## config.mk

```make
export PLATFORM = sky130hd
export DESIGN_NAME = can_wake_id_mask_upper
export DESIGN_NICKNAME = d
export VERILOG_FILES = /design/src/design/wake_mask_pkg.sv /design/src/design/can_wake_id_mask_upper.sv /design/src/design/wake_id_compare.sv
export SDC_FILE = /design/constraint.sdc
export NUM_CORES = 1
export LEC_CHECK = 0
export BUFFER_PORTS_ARGS = -buffer_cell sky130_fd_sc_hd__buf_2
export CAP_MARGIN = 20
export CORE_UTILIZATION = 46
export DETAILED_ROUTE_END_ITERATION = 10
export MAX_ROUTING_LAYER = met4
export PLACE_DENSITY = 0.85
export SYNTH_ARGS = -nofsm -noshare
export SYNTH_HDL_FRONTEND = slang
export SYNTH_SLANG_ARGS = --single-unit
```

## constraint.sdc

```tcl
create_clock -name clock -period 4.35 [get_ports clock]
set_input_delay 0.87 -clock clock [delete_from_list [all_inputs] [get_ports clock]]
set_output_delay 0.87 -clock clock [all_outputs]
set_load 0.1 [all_outputs]
```

## src/design/wake_mask_pkg.sv

```systemverilog
// Notes on behaviour
// A 16-bit read/write mask register sits at address 011 0100, bit 15 covering identifier bit 28 down to bit 0 covering bit 13.
// A mask bit at 0 makes the matching identifier bit of a received frame a don't-care in the wake-up comparison.
// A mask bit at 1 requires the received identifier bit to equal the programmed wake-up identifier bit.
// Power-on or soft reset clears all sixteen mask bits to zero.
// A restart-type reset leaves every mask bit at its previous value.
// The reference bits for the comparison come bit for bit from the wake-up identifier register at 011 0010.
// A write updates all sixteen mask bits at once and a read returns the stored mask unchanged.
`default_nettype none
package wake_mask_pkg;

	localparam int ADDR_W = 7;
	localparam int DATA_W = 16;
	localparam logic [ADDR_W-1:0] WAKE_ID_MASK_HIGH_ADDR = 7'h34;
	localparam logic [DATA_W-1:0] WAKE_ID_MASK_HIGH_RESET = 16'h0000;
	localparam logic [DATA_W-1:0] READ_ZERO = 16'h0000;
	// Bit 15 of the register covers identifier bit 28
	localparam int TOP_ID_BIT = 28;
	localparam int LOW_ID_BIT = 13;

	typedef struct packed {
		logic wr_en;
		logic rd_en;
		logic [ADDR_W-1:0] addr;
		logic [DATA_W-1:0] wdata;
	} reg_req_type;

	typedef struct packed {
		logic valid;
		logic [DATA_W-1:0] id_high;
	} rx_id_type;

endpackage
`default_nettype wire

```

## src/design/can_wake_id_mask_upper.sv

```systemverilog
`timescale 1ns/10ps
`default_nettype none
module can_wake_id_mask_upper (
	// Clock and resets
	input wire logic clock,
	input wire logic rst_n,
	input wire logic soft_reset,
	input wire logic restart,
	// Register access
	input wire wake_mask_pkg::reg_req_type reg_req,
	output logic [wake_mask_pkg::DATA_W-1:0] reg_rdata,
	output logic reg_rvalid,
	// Frame comparison
	input wire logic [wake_mask_pkg::DATA_W-1:0] wake_id_value_high,
	input wire wake_mask_pkg::rx_id_type rx_id,
	output logic [wake_mask_pkg::DATA_W-1:0] id_compare_enable,
	output logic id_high_match,
	output logic id_high_match_valid
);

	logic [wake_mask_pkg::DATA_W-1:0] mask_r;
	logic [wake_mask_pkg::DATA_W-1:0] mask_nxt;
	logic [wake_mask_pkg::DATA_W-1:0] rdata_r;
	logic [wake_mask_pkg::DATA_W-1:0] rdata_nxt;
	logic rvalid_r;
	logic rvalid_nxt;
	logic match_r;
	logic match_nxt;
	logic mvalid_r;
	logic mvalid_nxt;
	logic cmp_match;
	logic hit;
	// Only the checks read this; the comparator works bit by bit
	logic [wake_mask_pkg::DATA_W-1:0] id_diff;

	assign hit = (reg_req.addr == wake_mask_pkg::WAKE_ID_MASK_HIGH_ADDR);
	assign id_diff = rx_id.id_high ^ wake_id_value_high;

	wake_id_compare #(
		.WIDTH(wake_mask_pkg::DATA_W)
	) u_cmp (
		.rx_id(rx_id.id_high),
		.ref_id(wake_id_value_high),
		.compare_enable(mask_r),
		.match(cmp_match)
	);

	always_comb begin
		mask_nxt = mask_r;
		if (soft_reset) begin
			mask_nxt = wake_mask_pkg::WAKE_ID_MASK_HIGH_RESET;
		end else if (reg_req.wr_en && hit) begin
			mask_nxt = reg_req.wdata;
		end
		// Restart is deliberately not decoded here so the mask survives it
	end

	always_comb begin
		rdata_nxt = rdata_r;
		rvalid_nxt = 1'b0;
		if (reg_req.rd_en) begin
			rvalid_nxt = 1'b1;
			// Unmapped addresses read as zero
			rdata_nxt = hit ? mask_r : wake_mask_pkg::READ_ZERO;
		end
	end

	always_comb begin
		mvalid_nxt = rx_id.valid;
		match_nxt = match_r;
		if (rx_id.valid) begin
			match_nxt = cmp_match;
		end
	end

	always_ff @(posedge clock) begin
		if (!rst_n) begin
			mask_r <= wake_mask_pkg::WAKE_ID_MASK_HIGH_RESET;
		end else begin
			mask_r <= mask_nxt;
		end
	end

	always_ff @(posedge clock) begin
		if (!rst_n) begin
			rdata_r <= wake_mask_pkg::READ_ZERO;
			rvalid_r <= 1'b0;
		end else begin
			rdata_r <= rdata_nxt;
			rvalid_r <= rvalid_nxt;
		end
	end

	always_ff @(posedge clock) begin
		if (!rst_n) begin
			match_r <= 1'b0;
			mvalid_r <= 1'b0;
		end else begin
			match_r <= match_nxt;
			mvalid_r <= mvalid_nxt;
		end
	end

	assign id_compare_enable = mask_r;
	assign reg_rdata = rdata_r;
	assign reg_rvalid = rvalid_r;
	assign id_high_match = match_r;
	assign id_high_match_valid = mvalid_r;

	// A lone differing bit shows which mask bit governs it
	for (genvar g = 0; g < wake_mask_pkg::DATA_W; g++) begin : g_bit_chk

	end
endmodule
`default_nettype wire

```

## src/design/wake_id_compare.sv

```systemverilog
`timescale 1ns/10ps
`default_nettype none
module wake_id_compare #(
	parameter int WIDTH = 16
) (
	// Operands
	input wire logic [WIDTH-1:0] rx_id,
	input wire logic [WIDTH-1:0] ref_id,
	input wire logic [WIDTH-1:0] compare_enable,
	// Result
	output logic match
);

	logic [WIDTH-1:0] bit_ok;

	genvar i;
	generate
		for (i = 0; i < WIDTH; i++) begin : g_bit
			// Disabled bits always pass
			assign bit_ok[i] = ~compare_enable[i] | ~(rx_id[i] ^ ref_id[i]);
		end
	endgenerate

	assign match = &bit_ok;

endmodule
`default_nettype wire

```

# Yosys cells after proc, flatten, opt, wreduce, memory -nomap -nowiden
# Index checks and enable logic that the tools add are counted.
[word_totals]
reg_bits = 35
in_bits = 62
elab_cells = 76
[classes]
n_bitwise = 65
reduce_logical = 3
mux = 2
n_eq_ne = 1
[op_table]
columns = ["op", "n"]
rows = [
  ["$not 1->1", 33],
  ["$mux 16", 1],
  ["$or 1x1->1", 16],
  ["$reduce_and 16->1", 1],
  ["$xor 1x1->1", 16],
  ["$eq 7x6->1 const B", 1],
  ["$reduce_or 2->1", 1],
  ["$logic_and 1x1->1", 1],
  ["$mux 1", 1],
]

# Depth between registers and ports, before layout
# Gate-level depths: netlist of the first run.
[logic_depth]
word_depth = 4
ltp_mapped = 7
depth_no_buf = 5

# By module
# A second synthesis of the first run with hierarchy kept.
[unflattened]
cells_unflattened = 185
area_unflattened_um2 = 1665.3
[by_module_without_submodules]
columns = ["module", "instances", "cells_each", "seq_area_each_um2", "area_each_um2"]
rows = [
  ["can_wake_id_mask_upper", 1, 158, 700.7, 1448.9],
  ["wake_id_compare", 1, 27, 0.0, 216.5],
]

# Worst setup path after synthesis of the first run
# OpenSTA, ideal clock, no wires.
[synth_path]
path_kind = "input-to-reg"
start = "input port reg_req[22] in the netlist's numbering"
end = "register mask_r (netlist bit id_compare_enable[10])"
n_path_buf = 2
arrival_ps = 2215
t_required_ps = 4215
cell_stages = 7
setup_slack_ps = 2000
setup_time_ps = 135
path_cell_list = "or4b_1 > nor3_2 > and2_4 > buf_12 > buf_12 > mux2i_1 > nor2_2"
[synth_between]
elab_chain_cells = 2
[synth_lines]
columns = ["item", "line", "text"]
rows = [
  ["start: declaration", "can_wake_id_mask_upper.sv:10", "input wire wake_mask_pkg::reg_req_type reg_req,"],
  ["$eq 7x6->1", "can_wake_id_mask_upper.sv:36", "assign hit = (reg_req.addr == wake_mask_pkg::WAKE_ID_MASK_HIGH_ADDR);"],
  ["$logic_and 1x1->1", "can_wake_id_mask_upper.sv:52", "end else if (reg_req.wr_en && hit) begin"],
  ["end signal: assignment", "can_wake_id_mask_upper.sv:78", "mask_r <= wake_mask_pkg::WAKE_ID_MASK_HIGH_RESET;"],
  ["end signal: assignment", "can_wake_id_mask_upper.sv:80", "mask_r <= mask_nxt;"],
  ["end: declaration", "can_wake_id_mask_upper.sv:21", "logic [wake_mask_pkg::DATA_W-1:0] mask_r;"],
]
# No other way between the ends.
# A chain may end at the register's enable or synchronous reset.

# Final worst setup path of the first run
# Same ends and word-level chain as after synthesis.

==> results.ini, run 1 <==
[cts]
clk_pin_slew_ps = 100
cts_buffers = 5
cts_buffer_depth = 2
clock-sinks = 35
hold_buffers = 0
clock-root-buffer = clkbuf_4
cts_resized = 0
cts_setup_buffers = 0
h-tree-depth = 2
cts_tree = yes
worstSkewPairLatency_ps = 330

[grt]
grt_max_degree = 21
grt.met3_usage_pct = 7.25
grt_usage_pct = 22.2
busiest_layer = met2
grt_first_pass_wirelength_um = 5690
first_global_vias = 1312
antenna_found_initial = 0
grt_use_met2_pct = 39.7
grt-ovfl-total = 0
use_met1_pct = 22.2

[place]
port_buffers = 95
routabilityCongestion = 0.779
hpwl_um = 2830
place_area_um2 = 2040
dp_slack_ps = 1820

[floorplanning]
die_area_um2 = 3690
core.rowCount = 20
fp.dieW_um = 60.8
die_height_um = 60.8
ios = 97
core_area_um2 = 3150
start_util_pct = 50.4

[worst_hold_path]
worstHoldPathType = reg -> reg
min_from = id_high_match

[synth]
syn-cell-area_um2 = 1590
synth_fp_nets = 222
syn_avg_cell_area_um2 = 9.93
ys_top_cells_by_count = dfxtp_1 (35), nor2b_1 (32), a21oi_1 (16), mux2i_1 (16), xor2_1 (16)
ys_top_cells_by_area = dfxtp_1 (44%), nor2b_1 (13%), mux2i_1 (10%), xor2_1 (8.8%), a21oi_1 (5.0%)
syn_inst = 160
synth_cell_types = 26
yosys_warnings = 0
synth-edff-count = 0
synthFlopType = dfxtp_1
yosys.area.top_type_share_pct = 44.1
yosysMostFrequentCell = dfxtp_1
async_flop_share_pct = 0
synth_area_leader_cell = dfxtp_1
seq_area_frac_synth_pct = 44.1
ys_ff_latch = 35

[cells_and_area]
diodes = 0
ff_latch_area_um2 = 701
drive_above_1_share_pct = 44.9
area_delta_synth_final_pct = 31.7
finish.instance_area_um2 = 2090
fillers = 300
multi_input_area_um2 = 811
fin_nets = 315
post-route-util_pct = 66.3

[setup_path]
required_ps = 4550
slowest_delay_ps = 530
reg2reg_to = id_high_match
rr_worst_depth = 4
reg2reg_slack_ps = 3170
critPathMaxFanout = 16
timing.rr.start = id_compare_enable[6]
endpoint_kind = flop
endpoint = id_compare_enable[10]
cp.depth = 6
start_kind = primary input
critPathSlowestCell = or4b_1
crit_buf_inv = 1
crit_type = in -> reg
arrival_ps = 2370
setup.worst_path.start = reg_req[22]
cp_top_family = simple AND/OR/NAND/NOR gates
cp_cell_sequence = buf_2, or4b_1, nor3_2, and2_4, mux2i_1, nor2_2

[sta]
report.final.slew_viol_count = 0
finalHoldViolCount = 0
fmax_mhz = 461
slew_headroom_pct = 39.1
fin_crit_sh_pct = 49.9
worst_pin_slew_ps = 914
fin_skew_ps = 6.31
grt_setup_unrepaired = no
setup_viol = 0
fin_setup_tns_ps = 0
worst_slack_ps = 2180
fin_crit_ps = 2170

[route]
vias_per_cell = 4.82
ant_nets = 0
post-route-drc-count = 0
wire_per_inst_um = 12.8
drtIter0Drc = 22
drt_first_pass_iters = 4
finalWirelength_um = 3820
vias = 1435

[power_and_ir_drop]
peakVddDrop_mv = 0.190
powerDensity_nw_per_um2 = 265
leakagePower_nw = 0.945
total_power_mw = 0.555

[flow_run]
cap_viol_max_count = 0

[outcome]
status = finished, final reports clean

==> cell families after synthesis <==
kind of cell	count (synthesis)	synth area share (%)
xor gates and xnor gates	16	8.82
DFF	35	44.1
and+or+nand+nor	60	23.2
buffers and inverters	9	4.88
AOI/OAI and AO/OA	24	8.98
muxes	16	10.1
==> registers in the layout, summed over array words and instances (netlist names) <==
signal               cells
id_compare_enable       16
reg_rdata               16
reg_rvalid               1
id_high_match            1
id_high_match_valid      1
==> worst min-delay path, cell delays in order, from the launching register on <==
cell and delay [ps]:
dfxtp_1 330, nand3b_1 80, o21ai_0 60
==> routing by layer <==
layer  vias up  routed length (um)
met1       654                1550
met2        57                1980
met4         0                  57
met5         -                   0
li1        718                   -
met3         6                 230
==> worst min path at each step <==
stage	depth (start not counted)	slack, ps	end
after CTS	2	520	id_high_match
after global routing	2	570	id_high_match
after global placement	2	470	id_high_match
final	2	520	id_high_match
after floorplan	2	950	id_high_match
after detailed placement	2	500	id_high_match
==> cell type report <==
type                       count  share of cell area, %
timing repair buffer          95                   22.7
multi-input combinational    116                   38.8
clock inverter                 1                  0.239
sequential                    35                   33.5
tap                           44                   2.63
clock buffer                   7                   2.15
==> power by group <==
group	internal (mW)	leakage [nW]	switching, mW	total [mW]
Sequential	0.322	0.283	0.000818	0.323
Combinational	0.0303	0.633	0.0373	0.0675
Clock	0.0630	0.0293	0.102	0.164
Total	0.415	0.945	0.140	0.555
==> metrics by stage <==
stage          hold slack (ps)  cells
6_report                   515    298
5_1_grt                    566    298
4_1_cts                    518    298
3_5_place_dp               500    290
3_3_place_gp               472    290
2_1_floorplan              948    160
==> layout by cell type (no fill, tap or decap) <==
master	count
dfxtp_1	35
a221oi_1	1
nor2b_1	32
and2_1	2
nor2_2	10
mux2i_1	16
and2_2	1
and2_4	1
nand3b_1	1
nor3_2	1
xor2_1	16
nand2_1	2
a21oi_1	16
clkbuf_4	5
a22o_1	1
nand4_1	2
a222oi_1	1
clkbuf_1	2
or4b_1	1
o21ai_0	1
nand2b_1	1
clkinv_2	1
a22oi_1	4
buf_2	95
nor2_1	6
Note: power is estimated with default switching activity, not from simulation.
==> run 2, diff against run 1 <==
- CORE_UTILIZATION: 46 -> 42
- PLACE_DENSITY: 0.85 -> 0.78
- clock period: 4.35 -> 2.3 ns (I/O delays scaled with it)
==> run 2 against run 1 <==
Effect of this change:
- die area is 9.2% higher
- utilization down 5.1 points
- critical path type unchanged
- largest power group unchanged
- total power up 110%
==> results.ini, run 2 (synthesized netlist as in run 1, its figures left out) <==
[sta]
setup_viol = 0
slew_headroom_pct = 40.7
fin_hold_ws_ps = 416
fin_crit_sh_pct = 77.7
fin_crit_ps = 1790
finalHoldViolCount = 0
worst_pin_slew_ps = 890
fin_setup_tns_ps = 0
fmax_mhz = 559
grt_setup_unrepaired = no
fin_skew_ps = 2.67
report.final.slew_viol_count = 0

[floorplanning]
fp.dieW_um = 63.5
core.rowCount = 21
die_height_um = 63.5
die_area_um2 = 4030
ios = 97
start_util_pct = 45.8
core_area_um2 = 3470

[route]
ant_nets = 0
vias_per_cell = 4.77
vias = 1432
post-route-drc-count = 0
wire_per_inst_um = 12.9
drtIter0Drc = 25
finalWirelength_um = 3870
drt_first_pass_iters = 4

[place]
placed_cells = 292
port_buffers = 95
hpwl_um = 2840
place_area_um2 = 2040
routabilityCongestion = 0.723

[worst_hold_path]
hold_path_end = id_compare_enable[13]
min_from = reg_req[13]
hold_depth = 3
worstHoldPathType = in -> reg

[outcome]
status = finished, final reports clean

[setup_path]
reg2reg_slack_ps = 1090
timing.rr.start = id_compare_enable[6]
reg2reg_to = id_high_match
cp_cell_sequence = buf_2, or4b_1, nor3_2, and2_4, mux2i_1, nor2_2
slowest_delay_ps = 520
crit_type = in -> reg
critPathSlowestCell = or4b_1
endpoint_kind = flop
rr_worst_depth = 4
required_ps = 2450
start_kind = primary input
arrival_ps = 1930
critPathMaxFanout = 16

[cells_and_area]
fin_nets = 315
multi_input_area_um2 = 811
layout_commonest_cell = buf_2
area_delta_synth_final_pct = 33.8
final_cells = 300
diodes = 0
finish.instance_area_um2 = 2130
ff_latch_area_um2 = 701
drive_above_1_share_pct = 44.9
layout_common_cells = buf_2 (95), dfxtp_1 (35), nor2b_1 (32)
fillers = 337

[power_and_ir_drop]
clockPowerShare_pct = 35.8
powerDensity_nw_per_um2 = 542
switching_power_mw = 0.273
p_seq_share_pct = 53.0
combPwrFrac_pct = 11.2
switching_share_pct = 23.7
leakagePower_nw = 0.958
internal_power_mw = 0.879
peakVddDrop_mv = 0.312

[grt]
antenna_found_initial = 0
first_global_vias = 1386
grt_first_pass_wirelength_um = 6070
grt_max_degree = 21
grt-ovfl-total = 0
grt_usage_pct = 20.3

[cts]
clock-sinks = 35
cts_setup_buffers = 0
hold_buffers = 0
cts_buffer_depth = 2
clock-root-buffer = clkbuf_8
clk_pin_slew_ps = 70
cts_tree = yes
worstSkewPairLatency_ps = 280
h-tree-depth = 2
cts_buffers = 5
cts_resized = 0

[flow_run]
cap_viol_max_count = 0

-- run 2: worst max path at each step --
| stage | start | endpoint | slack, ps | cells after the start |
|---|---|---|---|---|
| after floorplan | reg_req[22] | id_compare_enable[10] | 360 | 7 |
| after global placement | reg_req[22] | id_compare_enable[10] | 220 | 6 |
| after detailed placement | reg_req[22] | id_compare_enable[4] | 210 | 6 |
| after CTS | reg_req[22] | id_compare_enable[6] | 520 | 6 |
| after global routing | reg_req[22] | id_compare_enable[10] | 450 | 6 |
| final | reg_req[22] | id_compare_enable[6] | 510 | 6 |
-- run 2: layer usage --
layer	vias up	track usage, %	share of wire (%)
met5	-	-	0
met1	659	20.4	40
met3	4	6.88	6.0
met2	49	36.3	53
li1	720	-	-
met4	0	6.82	0.88
-- run 2: final cells by class --
class / instances / share of cell area, %
clock inverters: 1 / 0.235
well taps: 46 / 2.71
flip-flops and latches: 35 / 33.0
repair buffers: 95 / 22.4
clock buffers: 7 / 3.59
multi-input cells: 116 / 38.1
-- run 2: critical path: cells and delay by family --
| kind | cells | cell delay (ps) |
|---|---|---|
| and+or+nand+nor | 4 | 1100 |
| buffers and inverters | 1 | 90 |
| muxes | 1 | 270 |
-- run 2: metrics by stage --
step | worst slack [ps] | util (%) | power (mW)
4_1_cts | 516 | 61.3 | 1.17
3_5_place_dp | 215 | 58.9 | 0.753
5_1_grt | 447 | 61.3 | 1.21
3_3_place_gp | 217 | 58.9 | 0.751
2_1_floorplan | 360 | - | 0.688
6_report | 512 | 61.3 | 1.15
-- run 2: power groups by stage --
stage	Sequential [mW]	Combinational (mW)	Clock, mW
after floorplan	0.649	0.0390	0
after global placement	0.624	0.127	0
after detailed placement	0.624	0.129	0
after CTS	0.610	0.130	0.426
after global routing	0.610	0.137	0.460
final	0.610	0.129	0.413
==> run 3, diff against run 2 <==
- CORE_UTILIZATION: 42 -> 38
- PLACE_DENSITY: 0.78 -> 0.75
- clock period: 2.3 -> 1.53 ns (I/O delays scaled with it)
==> run 3 against run 2 <==
Effect of this change:
- the flow now finishes with violations (setup timing)
- sequential power rose by 50%
- die area increased by 10%
- combinational power increased by 60%
- first-iteration DRC count is 150% higher
- cell area grew 6.4%
- clock skew fell by 2.0 ps
- critical path type unchanged
- largest cell class unchanged
==> results.ini, run 3 (synthesized netlist as in run 1, its figures left out) <==
[cells_and_area]
drive_above_1_share_pct = 47.3
diodes = 0
post-route-util_pct = 56.5
fin_nets = 322
layout_commonest_cell = buf_2
area_delta_synth_final_pct = 42.3
layout_common_cells = buf_2 (94), dfxtp_1 (35), nor2b_1 (32)
fillers = 365

[cts]
clk_pin_slew_ps = 70
cts_tree = yes
clock-root-buffer = clkbuf_8
hold_buffers = 0
cts_buffers = 5
h-tree-depth = 2
cts_setup_buffers = 0
clock-sinks = 35
cts_buffer_depth = 2
worstSkewPairLatency_ps = 280

[grt]
use_met1_pct = 21.4
antenna_found_initial = 0
grt_first_pass_wirelength_um = 6000
grt_use_met2_pct = 33.1
grt_max_degree = 18
grt-ovfl-total = 0
grt_usage_pct = 19.4
busiest_layer = met2
grt.met3_usage_pct = 6.34
first_global_vias = 1280

[place]
routabilityCongestion = 0.755
hpwl_um = 2950
dp_slack_ps = -314
port_buffers = 95

[setup_path]
endpoint = id_compare_enable[7]
rr_worst_depth = 4
timing.rr.start = id_compare_enable[6]
reg2reg_slack_ps = 330
endpoint_kind = flop
setup.worst_path.start = reg_req[22]
required_ps = 1700
critPathMaxFanout = 4
reg2reg_to = id_high_match
start_kind = primary input
crit_type = in -> reg
arrival_ps = 1750

[floorplanning]
fp.dieW_um = 66.7
start_util_pct = 39.7
die_height_um = 66.7
core_area_um2 = 4000
core.rowCount = 23
die_area_um2 = 4440
ios = 97

[route]
wire_per_inst_um = 13.2
ant_nets = 0
finalWirelength_um = 4090
vias = 1478
post-route-drc-count = 0
drtIter0Drc = 62
drt_first_pass_iters = 4
vias_per_cell = 4.77

[outcome]
failed_checks = setup timing
status = complete, but fails checks

[sta]
slew_headroom_pct = 67.3
finalHoldViolCount = 0
fin_setup_tns_ps = -256
report.final.slew_viol_count = 0
worst_slack_ps = -43.7
worst_pin_slew_ps = 494
fin_crit_ps = 1570
setup_viol = 14
grt_setup_unrepaired = yes
fin_skew_ps = 0.620
fin_crit_sh_pct = 103
fmax_mhz = 635

[power_and_ir_drop]
peakVddDrop_mv = 0.479
leakagePower_nw = 1.02
total_power_mw = 1.79
powerDensity_nw_per_um2 = 790

[worst_hold_path]
worstHoldPathType = in -> reg
min_from = reg_req[13]

[flow_run]
cap_viol_max_count = 0

-- run 3: worst min-delay path by stage --
stage / endpoint / slack (ps) / depth (start not counted)
after floorplan: id_high_match_valid / 450 / 1
after global placement: id_high_match / 490 / 2
after detailed placement: id_high_match / 500 / 2
after CTS: id_compare_enable[13] / 250 / 3
after global routing: id_compare_enable[6] / 270 / 3
final: id_compare_enable[13] / 260 / 3
-- run 3: critical path, cell delays in order --
cell	delay, ps
buf_6	90
or4b_4	540
nor3_4	180
and2_4	220
clkbuf_16	160
mux2i_1	200
nor2_2	50
-- run 3: metrics by stage --
step                cells  hold WS, ps  cell area (um2)
global route          310          269             2260
global placement      302          492             2130
CTS                   309          251             2220
floorplan             160          450             1590
finish                310          261             2260
detailed placement    302          501             2130
-- run 3: timing repair --
action,4_1_cts,5_1_grt
cloned,0,1
endpoints found under the setup margin,1,16
endpoints found under the hold margin,0,0
gates resized for setup,0,3
pin swaps,1,5
-- run 3: layout make-up --
class                      count  area (um2)  area share, %
multi-input combinational    116         821           36.3
sequential                    35         701           31.0
timing repair buffer         102         589           26.1
clock buffer                   6        82.6           3.65
tap                           50        62.6           2.77
clock inverter                 1        5.00          0.221
-- run 3: routing by layer --
layer | vias to the layer above | share of wire [%]
met3 | 2 | 8.1
li1 | 736 | -
met2 | 75 | 49
met1 | 665 | 42
met5 | - | 0
met4 | 0 | 0.34
-- run 3: where the power goes --
part	switching [mW]	internal, mW
Clock	0.309	0.353
Sequential	0.00217	0.916
Combinational	0.111	0.0950
